File: src/adcr_regs.svh
/*
 * Register map, field positions and reset values of the conversion
 * result bank. Assumes the includer maps byte offsets onto a 32-bit bus.
 */
`ifndef ADCR_REGS_SVH
`define ADCR_REGS_SVH


// ============================================================
// result registers, byte offsets
`define ADCR_CURRENT_RESULT_OFS 8'h40
`define ADCR_INTERNAL_TEMP_RESULT_OFS 8'h44
`define ADCR_EXTERNAL_TEMP_RESULT_OFS 8'h48
`define ADCR_PACK_VOLTAGE_RESULT_OFS 8'h4C
`define ADCR_CELL_ONE_VOLTAGE_RESULT_OFS 8'h50
`define ADCR_CELL_TWO_VOLTAGE_RESULT_OFS 8'h54
`define ADCR_OFFSET_RESULT_OFS 8'h58
`define ADCR_AUXILIARY_RESULT_OFS 8'h5C

// ============================================================
// conversion control registers and status, byte offsets
`define ADCR_CTRL0_OFS 8'h20
`define ADCR_CTRL1_OFS 8'h24
`define ADCR_CTRL2_OFS 8'h28
`define ADCR_CTRL3_OFS 8'h2C
`define ADCR_CTRL4_OFS 8'h30
`define ADCR_CTRL5_OFS 8'h34
`define ADCR_CTRL6_OFS 8'h38
`define ADCR_CTRL7_OFS 8'h3C
`define ADCR_STATUS_OFS 8'h60

// ============================================================
// field positions
`define ADCR_SIGN_BIT 15
`define ADCR_MAG_MSB 14
`define ADCR_RES_MSB 6
`define ADCR_RES_LSB 4
`define ADCR_REF_BIT 3
`define ADCR_SEL_MSB 2
`define ADCR_CTRL_W 7
`define ADCR_RES_BASE_BITS 5'h08

// ============================================================
// reset values
`define ADCR_CTRL_RESET 7'h70
`define ADCR_RESULT_RESET 16'h0000

`endif

File: src/adcr_pkg.sv
/*
 * Types shared by the conversion result bank files.
 * Assumes nothing of its surroundings.
 */
package adcr_pkg;

    // ============================================================
    // bus slave states
    typedef enum logic [2:0] {
        ST_IDLE = 3'b001,
        ST_WAIT = 3'b010,
        ST_RESP = 3'b100
    } adcr_bus_state_t;

    // ============================================================
    // what an address selects
    typedef enum logic [1:0] {
        TGT_NONE = 2'h0,
        TGT_RESULT = 2'h1,
        TGT_CTRL = 2'h2,
        TGT_STATUS = 2'h3
    } adcr_target_t;

endpackage

File: src/adcr_result_mem.sv
/*
 * Result storage: one word per channel, read data out of a register.
 * Assumes writer and reader share the clock; a read in the write cycle
 * returns the old word.
 */
`timescale 1ns/1ps

`include "adcr_regs.svh"

module adcr_result_mem #(
    parameter int DEPTH = 8,
    parameter int WIDTH = 16,
    parameter int AW = 3
) (
    // clock and reset
    input wire logic i_clk,
    input wire logic i_reset,
    // write port
    input wire logic i_wr_en,
    input wire logic [AW-1:0] i_wr_addr,
    input wire logic [WIDTH-1:0] i_wr_data,
    // read port
    input wire logic i_rd_en,
    input wire logic [AW-1:0] i_rd_addr,
    output logic [WIDTH-1:0] o_rd_data
);

    logic [WIDTH-1:0] mem [DEPTH];
    logic [WIDTH-1:0] next_mem [DEPTH];
    logic [WIDTH-1:0] next_rd_data;

    // ============================================================
    // entries: whole word per write
    for (genvar g = 0; g < DEPTH; g++) begin : g_entry
        always_comb begin
            next_mem[g] = mem[g];
            if (i_wr_en && i_wr_addr == AW'(g)) begin
                next_mem[g] = i_wr_data;
            end
        end

        always_ff @(posedge i_clk) begin
            if (i_reset) begin
                mem[g] <= `ADCR_RESULT_RESET;
            end else begin
                mem[g] <= next_mem[g];
            end
        end
    end

    // ============================================================
    // registered read
    always_comb begin
        next_rd_data = o_rd_data;
        if (i_rd_en) begin
            next_rd_data = mem[i_rd_addr];
        end
    end

    always_ff @(posedge i_clk) begin
        if (i_reset) begin
            o_rd_data <= `ADCR_RESULT_RESET;
        end else begin
            o_rd_data <= next_rd_data;
        end
    end

endmodule // adcr_result_mem

File: src/adcr_justify.sv
/*
 * Turns a right-aligned converter magnitude into a left-justified
 * sign-magnitude result word, one cycle of latency.
 * Assumes the converter supplies exactly resolution+8 magnitude bits.
 */
`timescale 1ns/1ps

`include "adcr_regs.svh"

module adcr_justify #(
    parameter int MAG_W = 15,
    parameter int RES_W = 3,
    parameter int CH_W = 3
) (
    // clock and reset
    input wire logic i_clk,
    input wire logic i_reset,
    // raw conversion
    input wire logic i_valid,
    input wire logic [CH_W-1:0] i_channel,
    input wire logic i_sign,
    input wire logic [MAG_W-1:0] i_magnitude,
    input wire logic [RES_W-1:0] i_resolution,
    // formatted word
    output logic o_valid,
    output logic [CH_W-1:0] o_channel,
    output logic [MAG_W:0] o_word
);

    logic [4:0] width;
    logic [4:0] shift;
    logic [MAG_W-1:0] mask;
    logic next_valid;
    logic [CH_W-1:0] next_channel;
    logic [MAG_W:0] next_word;

    // ============================================================
    // justification
    always_comb begin
        width = 5'(i_resolution) + `ADCR_RES_BASE_BITS;
        shift = 5'(MAG_W) - width;
        // for full width the shifted one falls off and the mask wraps to all ones
        mask = (MAG_W'(1) << width) - MAG_W'(1);
        next_valid = i_valid;
        next_channel = i_valid ? i_channel : o_channel;
        next_word = o_word;
        if (i_valid) begin
            next_word = {i_sign, (i_magnitude & mask) << shift};
        end
    end

    always_ff @(posedge i_clk) begin
        if (i_reset) begin
            o_valid <= 1'b0;
            o_channel <= '0;
            o_word <= '0;
        end else begin
            o_valid <= next_valid;
            o_channel <= next_channel;
            o_word <= next_word;
        end
    end

endmodule // adcr_justify

File: src/adcr_result_bank.sv
/*
 * Conversion result bank: eight result words, eight conversion control
 * registers and a new-result status word, reached over AHB-Lite.
 * Assumes the converter logic runs on i_clk and pulses i_conv_done once
 * per finished conversion with its channel, sign and magnitude.
 */
`timescale 1ns/1ps

`include "adcr_regs.svh"

module adcr_result_bank (
    // clock and reset
    input wire logic i_clk,
    input wire logic i_reset,
    // ahb-lite slave
    input wire logic i_hsel,
    input wire logic [31:0] i_haddr,
    input wire logic [1:0] i_htrans,
    input wire logic i_hwrite,
    input wire logic [2:0] i_hsize,
    input wire logic [31:0] i_hwdata,
    input wire logic i_hready,
    output logic o_hreadyout,
    output logic o_hresp,
    output logic [31:0] o_hrdata,
    // converter side
    input wire logic i_conv_done,
    input wire logic [2:0] i_conv_channel,
    input wire logic i_conv_sign,
    input wire logic [14:0] i_conv_magnitude,
    // state seen by the converter
    output logic [7:0] o_new_result,
    output logic [2:0] o_active_resolution
);

    localparam int CH_N = 8;
    localparam int CH_W = 3;
    localparam int MAG_W = `ADCR_MAG_MSB + 1;
    localparam int RES_W = `ADCR_RES_MSB - `ADCR_RES_LSB + 1;

    // ============================================================
    // declarations
    adcr_pkg::adcr_bus_state_t state;
    adcr_pkg::adcr_bus_state_t next_state;
    adcr_pkg::adcr_target_t dec_target;
    adcr_pkg::adcr_target_t tgt;
    adcr_pkg::adcr_target_t next_tgt;
    logic [CH_W-1:0] dec_index;
    logic [CH_W-1:0] idx;
    logic [CH_W-1:0] next_idx;
    logic wr;
    logic next_wr;
    logic accept;
    logic next_hreadyout;
    logic [31:0] next_hrdata;
    logic [`ADCR_CTRL_W-1:0] ctrl [CH_N];
    logic [`ADCR_CTRL_W-1:0] next_ctrl [CH_N];
    logic [CH_N-1:0] next_new_result;
    logic [RES_W-1:0] next_active_resolution;
    logic fmt_valid;
    logic [CH_W-1:0] fmt_channel;
    logic [MAG_W:0] fmt_word;
    logic [MAG_W:0] mem_rd_data;
    logic status_clear;

    // ============================================================
    // address decode
    always_comb begin
        dec_target = adcr_pkg::TGT_NONE;
        dec_index = '0;
        case (i_haddr[7:0])
            `ADCR_CURRENT_RESULT_OFS: begin
                dec_target = adcr_pkg::TGT_RESULT;
                dec_index = 3'h0;
            end
            `ADCR_INTERNAL_TEMP_RESULT_OFS: begin
                dec_target = adcr_pkg::TGT_RESULT;
                dec_index = 3'h1;
            end
            `ADCR_EXTERNAL_TEMP_RESULT_OFS: begin
                dec_target = adcr_pkg::TGT_RESULT;
                dec_index = 3'h2;
            end
            `ADCR_PACK_VOLTAGE_RESULT_OFS: begin
                dec_target = adcr_pkg::TGT_RESULT;
                dec_index = 3'h3;
            end
            `ADCR_CELL_ONE_VOLTAGE_RESULT_OFS: begin
                dec_target = adcr_pkg::TGT_RESULT;
                dec_index = 3'h4;
            end
            `ADCR_CELL_TWO_VOLTAGE_RESULT_OFS: begin
                dec_target = adcr_pkg::TGT_RESULT;
                dec_index = 3'h5;
            end
            `ADCR_OFFSET_RESULT_OFS: begin
                dec_target = adcr_pkg::TGT_RESULT;
                dec_index = 3'h6;
            end
            `ADCR_AUXILIARY_RESULT_OFS: begin
                dec_target = adcr_pkg::TGT_RESULT;
                dec_index = 3'h7;
            end
            `ADCR_CTRL0_OFS: begin
                dec_target = adcr_pkg::TGT_CTRL;
                dec_index = 3'h0;
            end
            `ADCR_CTRL1_OFS: begin
                dec_target = adcr_pkg::TGT_CTRL;
                dec_index = 3'h1;
            end
            `ADCR_CTRL2_OFS: begin
                dec_target = adcr_pkg::TGT_CTRL;
                dec_index = 3'h2;
            end
            `ADCR_CTRL3_OFS: begin
                dec_target = adcr_pkg::TGT_CTRL;
                dec_index = 3'h3;
            end
            `ADCR_CTRL4_OFS: begin
                dec_target = adcr_pkg::TGT_CTRL;
                dec_index = 3'h4;
            end
            `ADCR_CTRL5_OFS: begin
                dec_target = adcr_pkg::TGT_CTRL;
                dec_index = 3'h5;
            end
            `ADCR_CTRL6_OFS: begin
                dec_target = adcr_pkg::TGT_CTRL;
                dec_index = 3'h6;
            end
            `ADCR_CTRL7_OFS: begin
                dec_target = adcr_pkg::TGT_CTRL;
                dec_index = 3'h7;
            end
            `ADCR_STATUS_OFS: begin
                dec_target = adcr_pkg::TGT_STATUS;
            end
            default: begin
                dec_target = adcr_pkg::TGT_NONE;
            end
        endcase
    end

    // ============================================================
    // bus state machine
    // one wait state on every access so that read data always leaves a flop
    assign accept = i_hsel && i_hready && i_htrans[1];

    always_comb begin
        next_state = state;
        next_tgt = tgt;
        next_idx = idx;
        next_wr = wr;
        case (state)
            adcr_pkg::ST_IDLE, adcr_pkg::ST_RESP: begin
                next_state = adcr_pkg::ST_IDLE;
                if (accept) begin
                    next_state = adcr_pkg::ST_WAIT;
                    next_tgt = dec_target;
                    next_idx = dec_index;
                    next_wr = i_hwrite;
                end
            end
            adcr_pkg::ST_WAIT: begin
                next_state = adcr_pkg::ST_RESP;
            end
            default: begin
                next_state = adcr_pkg::ST_IDLE;
            end
        endcase
        next_hreadyout = (next_state != adcr_pkg::ST_WAIT);
    end

    always_ff @(posedge i_clk) begin
        if (i_reset) begin
            state <= adcr_pkg::ST_IDLE;
            tgt <= adcr_pkg::TGT_NONE;
            idx <= '0;
            wr <= 1'b0;
            o_hreadyout <= 1'b1;
            o_hresp <= 1'b0;
        end else begin
            state <= next_state;
            tgt <= next_tgt;
            idx <= next_idx;
            wr <= next_wr;
            o_hreadyout <= next_hreadyout;
            o_hresp <= 1'b0;
        end
    end

    // ============================================================
    // read data
    // results are read-only; writes to them and to unmapped words are dropped
    always_comb begin
        next_hrdata = o_hrdata;
        if (state == adcr_pkg::ST_WAIT && !wr) begin
            case (tgt)
                adcr_pkg::TGT_RESULT: next_hrdata = {16'h0000, mem_rd_data};
                adcr_pkg::TGT_CTRL: next_hrdata = {25'h0000000, ctrl[idx]};
                adcr_pkg::TGT_STATUS: next_hrdata = {24'h000000, o_new_result};
                default: next_hrdata = 32'h00000000;
            endcase
        end
    end

    always_ff @(posedge i_clk) begin
        if (i_reset) begin
            o_hrdata <= 32'h00000000;
        end else begin
            o_hrdata <= next_hrdata;
        end
    end

    // ============================================================
    // conversion control registers
    for (genvar g = 0; g < CH_N; g++) begin : g_ctrl
        always_comb begin
            next_ctrl[g] = ctrl[g];
            if (state == adcr_pkg::ST_WAIT && wr && tgt == adcr_pkg::TGT_CTRL
                    && idx == CH_W'(g)) begin
                next_ctrl[g] = i_hwdata[`ADCR_CTRL_W-1:0];
            end
        end

        always_ff @(posedge i_clk) begin
            if (i_reset) begin
                ctrl[g] <= `ADCR_CTRL_RESET;
            end else begin
                ctrl[g] <= next_ctrl[g];
            end
        end
    end

    // ============================================================
    // result path
    // resolution is taken from the channel's control word when the conversion ends
    adcr_justify #(
        .MAG_W(MAG_W),
        .RES_W(RES_W),
        .CH_W(CH_W)
    ) u_justify (
        .i_clk(i_clk),
        .i_reset(i_reset),
        .i_valid(i_conv_done),
        .i_channel(i_conv_channel),
        .i_sign(i_conv_sign),
        .i_magnitude(i_conv_magnitude),
        .i_resolution(ctrl[i_conv_channel][`ADCR_RES_MSB:`ADCR_RES_LSB]),
        .o_valid(fmt_valid),
        .o_channel(fmt_channel),
        .o_word(fmt_word)
    );

    adcr_result_mem #(
        .DEPTH(CH_N),
        .WIDTH(MAG_W + 1),
        .AW(CH_W)
    ) u_mem (
        .i_clk(i_clk),
        .i_reset(i_reset),
        .i_wr_en(fmt_valid),
        .i_wr_addr(fmt_channel),
        .i_wr_data(fmt_word),
        .i_rd_en(accept && dec_target == adcr_pkg::TGT_RESULT),
        .i_rd_addr(dec_index),
        .o_rd_data(mem_rd_data)
    );

    // ============================================================
    // new-result flags: set on store, cleared by reading that result
    assign status_clear = state == adcr_pkg::ST_WAIT && !wr && tgt == adcr_pkg::TGT_RESULT;

    for (genvar g = 0; g < CH_N; g++) begin : g_flag
        always_comb begin
            next_new_result[g] = o_new_result[g];
            if (status_clear && idx == CH_W'(g)) begin
                next_new_result[g] = 1'b0;
            end
            // a store in the clearing cycle wins
            if (fmt_valid && fmt_channel == CH_W'(g)) begin
                next_new_result[g] = 1'b1;
            end
        end
    end

    always_comb begin
        next_active_resolution = o_active_resolution;
        if (i_conv_done) begin
            next_active_resolution = ctrl[i_conv_channel][`ADCR_RES_MSB:`ADCR_RES_LSB];
        end
    end

    always_ff @(posedge i_clk) begin
        if (i_reset) begin
            o_new_result <= 8'h00;
            o_active_resolution <= 3'h7;
        end else begin
            o_new_result <= next_new_result;
            o_active_resolution <= next_active_resolution;
        end
    end

endmodule // adcr_result_bank

File: config.mk
export PLATFORM = sky130hd
export DESIGN_NAME = adcr_result_bank
export DESIGN_NICKNAME = d
export VERILOG_FILES = /design/src/adcr_pkg.sv /design/src/adcr_result_mem.sv /design/src/adcr_justify.sv /design/src/adcr_result_bank.sv
export VERILOG_INCLUDE_DIRS = /design/src
export SDC_FILE = /design/constraint.sdc
export NUM_CORES = 1
export LEC_CHECK = 0
export BUFFER_PORTS_ARGS = -buffer_cell sky130_fd_sc_hd__buf_2
export CAP_MARGIN = 10
export CORE_MARGIN = 4
export CORE_UTILIZATION = 25
export DETAILED_ROUTE_END_ITERATION = 6
export PLACE_DENSITY = 0.5
export SLEW_MARGIN = 40
export SYNTH_ARGS = -nofsm -noshare
export SYNTH_HDL_FRONTEND = slang
export SYNTH_SLANG_ARGS = --single-unit
File: constraint.sdc
create_clock -name i_clk -period 3.8 [get_ports i_clk]
set_input_delay 0.38 -clock i_clk [delete_from_list [all_inputs] [get_ports i_clk]]
set_output_delay 0.38 -clock i_clk [all_outputs]
set_load 0.005 [all_outputs]
==> impl_metrics.env <==
export IMPL_clock_latency_ps=560
export IMPL_grt_overflow_total=0
export IMPL_via_per_inst=4.58
export IMPL_crit_path_start_kind="register"
export IMPL_drtPass1Iterations=7
export IMPL_cp_max_fo=3
export IMPL_min_delay_start="i_conv_sign"
export IMPL_yosysSeqAreaShare_pct=58.4
export IMPL_ff2ff_path_depth=10
export IMPL_io_pin_count=139
export IMPL_numCtsBuffers=29
export IMPL_slew_headroom_pct=49.5
export IMPL_hp_class="input port to register"
export IMPL_status="complete, no violations"
export IMPL_drt_drc_violations_left=0
export IMPL_wl_per_cell_um=18.0
export IMPL_initial_core_util_pct=25.3
export IMPL_num_vias=8051
export IMPL_grt_pass1_vias=8113
export IMPL_synth_avg_cell_area_um2=11.4
export IMPL_synth_seq_cells=260
export IMPL_finalSetupTns_ps=0
export IMPL_rsz0062_at_grt="no"
export IMPL_synth_compound_area_share_pct=8.33
export IMPL_io_buffers=68
export IMPL_final_max_slew_viol_count=0
export IMPL_die_area_um2=51800
export IMPL_hold_viol=0
export IMPL_period_needed_ps=2570
export IMPL_synth_edf_count=184
export IMPL_maxCapViolCount=0
export IMPL_worst_hold_slack_ps=63.8
export IMPL_clockBufferDepth=3
export IMPL_drtAntennaViolNets=0
export IMPL_m1WireLength_um=15300
export IMPL_crit_required_ps=4230
export IMPL_cts_root_buffer="clkbuf_16"
export IMPL_first_iter_violations=487
export IMPL_postCtsSetupRepairBufs=0
export IMPL_top_layer="met4"
export IMPL_netlist_instances=1058
export IMPL_grt_pass1_wl_um=48700
export IMPL_wl_met3_um=1440
export IMPL_core_rowCount=80
export IMPL_diodes=0
export IMPL_gp_congestion=0.766
export IMPL_finalSetupViolCount=0
export IMPL_ys_flop_type="edfxtp_1"
export IMPL_power_leakage_nw=4.94
export IMPL_antenna_found_initial=0
export IMPL_rrSetupSlack_ps=1230
export IMPL_htreeDepth=1
export IMPL_grt_max_degree=39
export IMPL_worst_setup_path_end_kind="register"
export IMPL_wl_met2_um=14200
export IMPL_crit_start="ctrl[4][6]"
export IMPL_n_fill_cell=4887
export IMPL_final_common_cell="edfxtp_1"
export IMPL_whs_endpoint="u_justify.o_word[15]"
export IMPL_coreArea_um2=47700
export IMPL_synthSimpleGateAreaFrac_pct=20.0
export IMPL_cts_clk_slew_worst_paths_ps=60
export IMPL_cp_arrival_ps=3000
export IMPL_yosysUniqueCellTypes=61
export IMPL_fmax_mhz=389
export IMPL_area_growth_pct=15.8
export IMPL_hold_depth=3
export IMPL_dieHeight_um=228
export IMPL_final_cell_mix="edfxtp_1, and2_1, nand2_1"
export IMPL_synth_top_family_by_area="simple AND/OR/NAND/NOR gates"
export IMPL_tritoncts="done"
export IMPL_worst_pin_slew_ps=756
export IMPL_dpl_hpwl_um=22000
export IMPL_power_density_nw_per_um2=441
export IMPL_syn_area_um2=12100
export IMPL_cts_resized=0
export IMPL_synth_xor_area_share_pct=0.218
export IMPL_r2r_end="u_justify.o_word[9]"
export IMPL_grt_use_total_pct=12.0
export IMPL_clock_sinks=260
export IMPL_drive_gt1_share_pct=16.3
export IMPL_skew_ps=9.97
export IMPL_peakVddDrop_mv=0.373
export IMPL_synth_adder_area_share_pct=0.104
export IMPL_fp_dieW_um=228
export IMPL_yosys_warnings=0
export IMPL_async_flop_share_pct=0
export IMPL_timing_rr_start="ctrl[4][6]"
export IMPL_fin_nets=1216
export IMPL_hold_buffers=0
export IMPL_synthMuxAreaShare_pct=8.93
export IMPL_routed_wl_um=31700
export IMPL_worst_setup_path_type="register to register"
export IMPL_period_share_pct=67.7
how the worst max path moves through the flow:
stage                           endpoint  cells after the start
detailed placement   u_justify.o_word[9]                     11
global placement    u_justify.o_word[14]                     11
global route        u_justify.o_word[14]                     10
finish               u_justify.o_word[9]                     10
CTS                          o_hrdata[0]                      6
floorplan           u_justify.o_word[14]                     12
synth_stat cells, types with 2 or more instances:
cell | instances | area share (%)
clkbuf_1 | 50 | 1.6
mux4_2 | 20 | 3.7
nand2b_1 | 12 | 0.62
nor2b_1 | 4 | 0.21
nand3_1 | 47 | 1.9
buf_1 | 6 | 0.19
nand2_1 | 125 | 3.9
a21oi_1 | 30 | 1.2
a22oi_1 | 3 | 0.19
nand3b_1 | 3 | 0.19
mux2_2 | 3 | 0.28
o211ai_1 | 8 | 0.50
buf_2 | 4 | 0.17
dfxtp_1 | 76 | 13
or3_1 | 24 | 1.2
o21ai_0 | 46 | 1.9
nor2_1 | 65 | 2.0
mux2i_1 | 57 | 4.7
nor3_1 | 19 | 0.79
clkbuf_8 | 3 | 0.34
a31oi_1 | 16 | 0.83
a22o_1 | 14 | 1.0
a311oi_1 | 2 | 0.15
buf_6 | 4 | 0.37
o22ai_1 | 5 | 0.26
inv_1 | 5 | 0.16
and2_1 | 155 | 8.0
o31ai_1 | 2 | 0.12
edfxtp_1 | 184 | 46
and3_1 | 2 | 0.10
nor4_1 | 3 | 0.16
o2111a_1 | 14 | 1.3
xnor2_1 | 2 | 0.15
buf_4 | 18 | 1.1
sequential cells by signal, summed over array words and instances, names as in the netlist, named ones only:
register,flops
o_hreadyout,1
o_new_result,8
u_mem.mem,128
o_active_resolution,3
u_justify.o_valid,1
u_justify.o_channel,3
tgt,2
u_mem.o_rd_data,16
o_hrdata,16
idx,3
wr,1
state,3
u_justify.o_word,16
ctrl,56
cell families (layout without fill, tap and decap cells):
group,after synthesis,after routing
AOI/OAI and AO/OA,149,149
muxes,81,81
and+or+nand+nor,470,470
DFF,260,260
buffers and inverters,93,163
other,1,17
xor gates and xnor gates,3,3
adders and majority gates,1,1
final cells by class:
class | instances | area, um^2 | share of cell area, %
Clock buffer | 44 | 842 | 6.03
Sequential cell | 260 | 7050 | 50.4
Tap cell | 615 | 769 | 5.51
Clock inverter | 10 | 71.3 | 0.510
Inverter | 7 | 28.8 | 0.206
Multi-Input combinational cell | 721 | 4620 | 33.1
Timing Repair Buffer | 102 | 596 | 4.26
power breakdown:
group	total (W)	switching, W	leakage, nW	internal [W]
combinational	0.000315	0.000212	2.06	0.000103
clock	0.00268	0.00115	0.445	0.00153
sequential	0.00317	0.0000584	2.44	0.00311
total	0.00617	0.00142	4.94	0.00475
layer usage:
layer	vias up	GRT usage, %
li1	3908	-
met1	3912	17.4
met2	179	19.0
met3	52	1.95
met4	0	3.03
met5	-	0
through the flow:
step                util [%]  power (W)  cells  setup slack [ps]  instance area (um^2)
finish                  29.3    0.00617   1759              1230                 14000
floorplan                  -    0.00341   1074              1050                 12100
global route            29.3    0.00639   1759              1070                 14000
detailed placement      27.3    0.00355   1705               863                 13100
CTS                     29.2    0.00624   1759              1150                 14000
global placement        27.3    0.00354   1705               820                 13000
critical path, cell delays in order, from the launching register on:
cell	delay, ps
edfxtp_1	400
mux4_2	510
mux2i_4	190
and2_1	190
nand2_1	70
ha_1	270
and2b_2	230
mux2i_1	170
mux2i_1	130
o22ai_1	210
nor3_1	70
No activity file was read; power rests on OpenSTA's default activity.
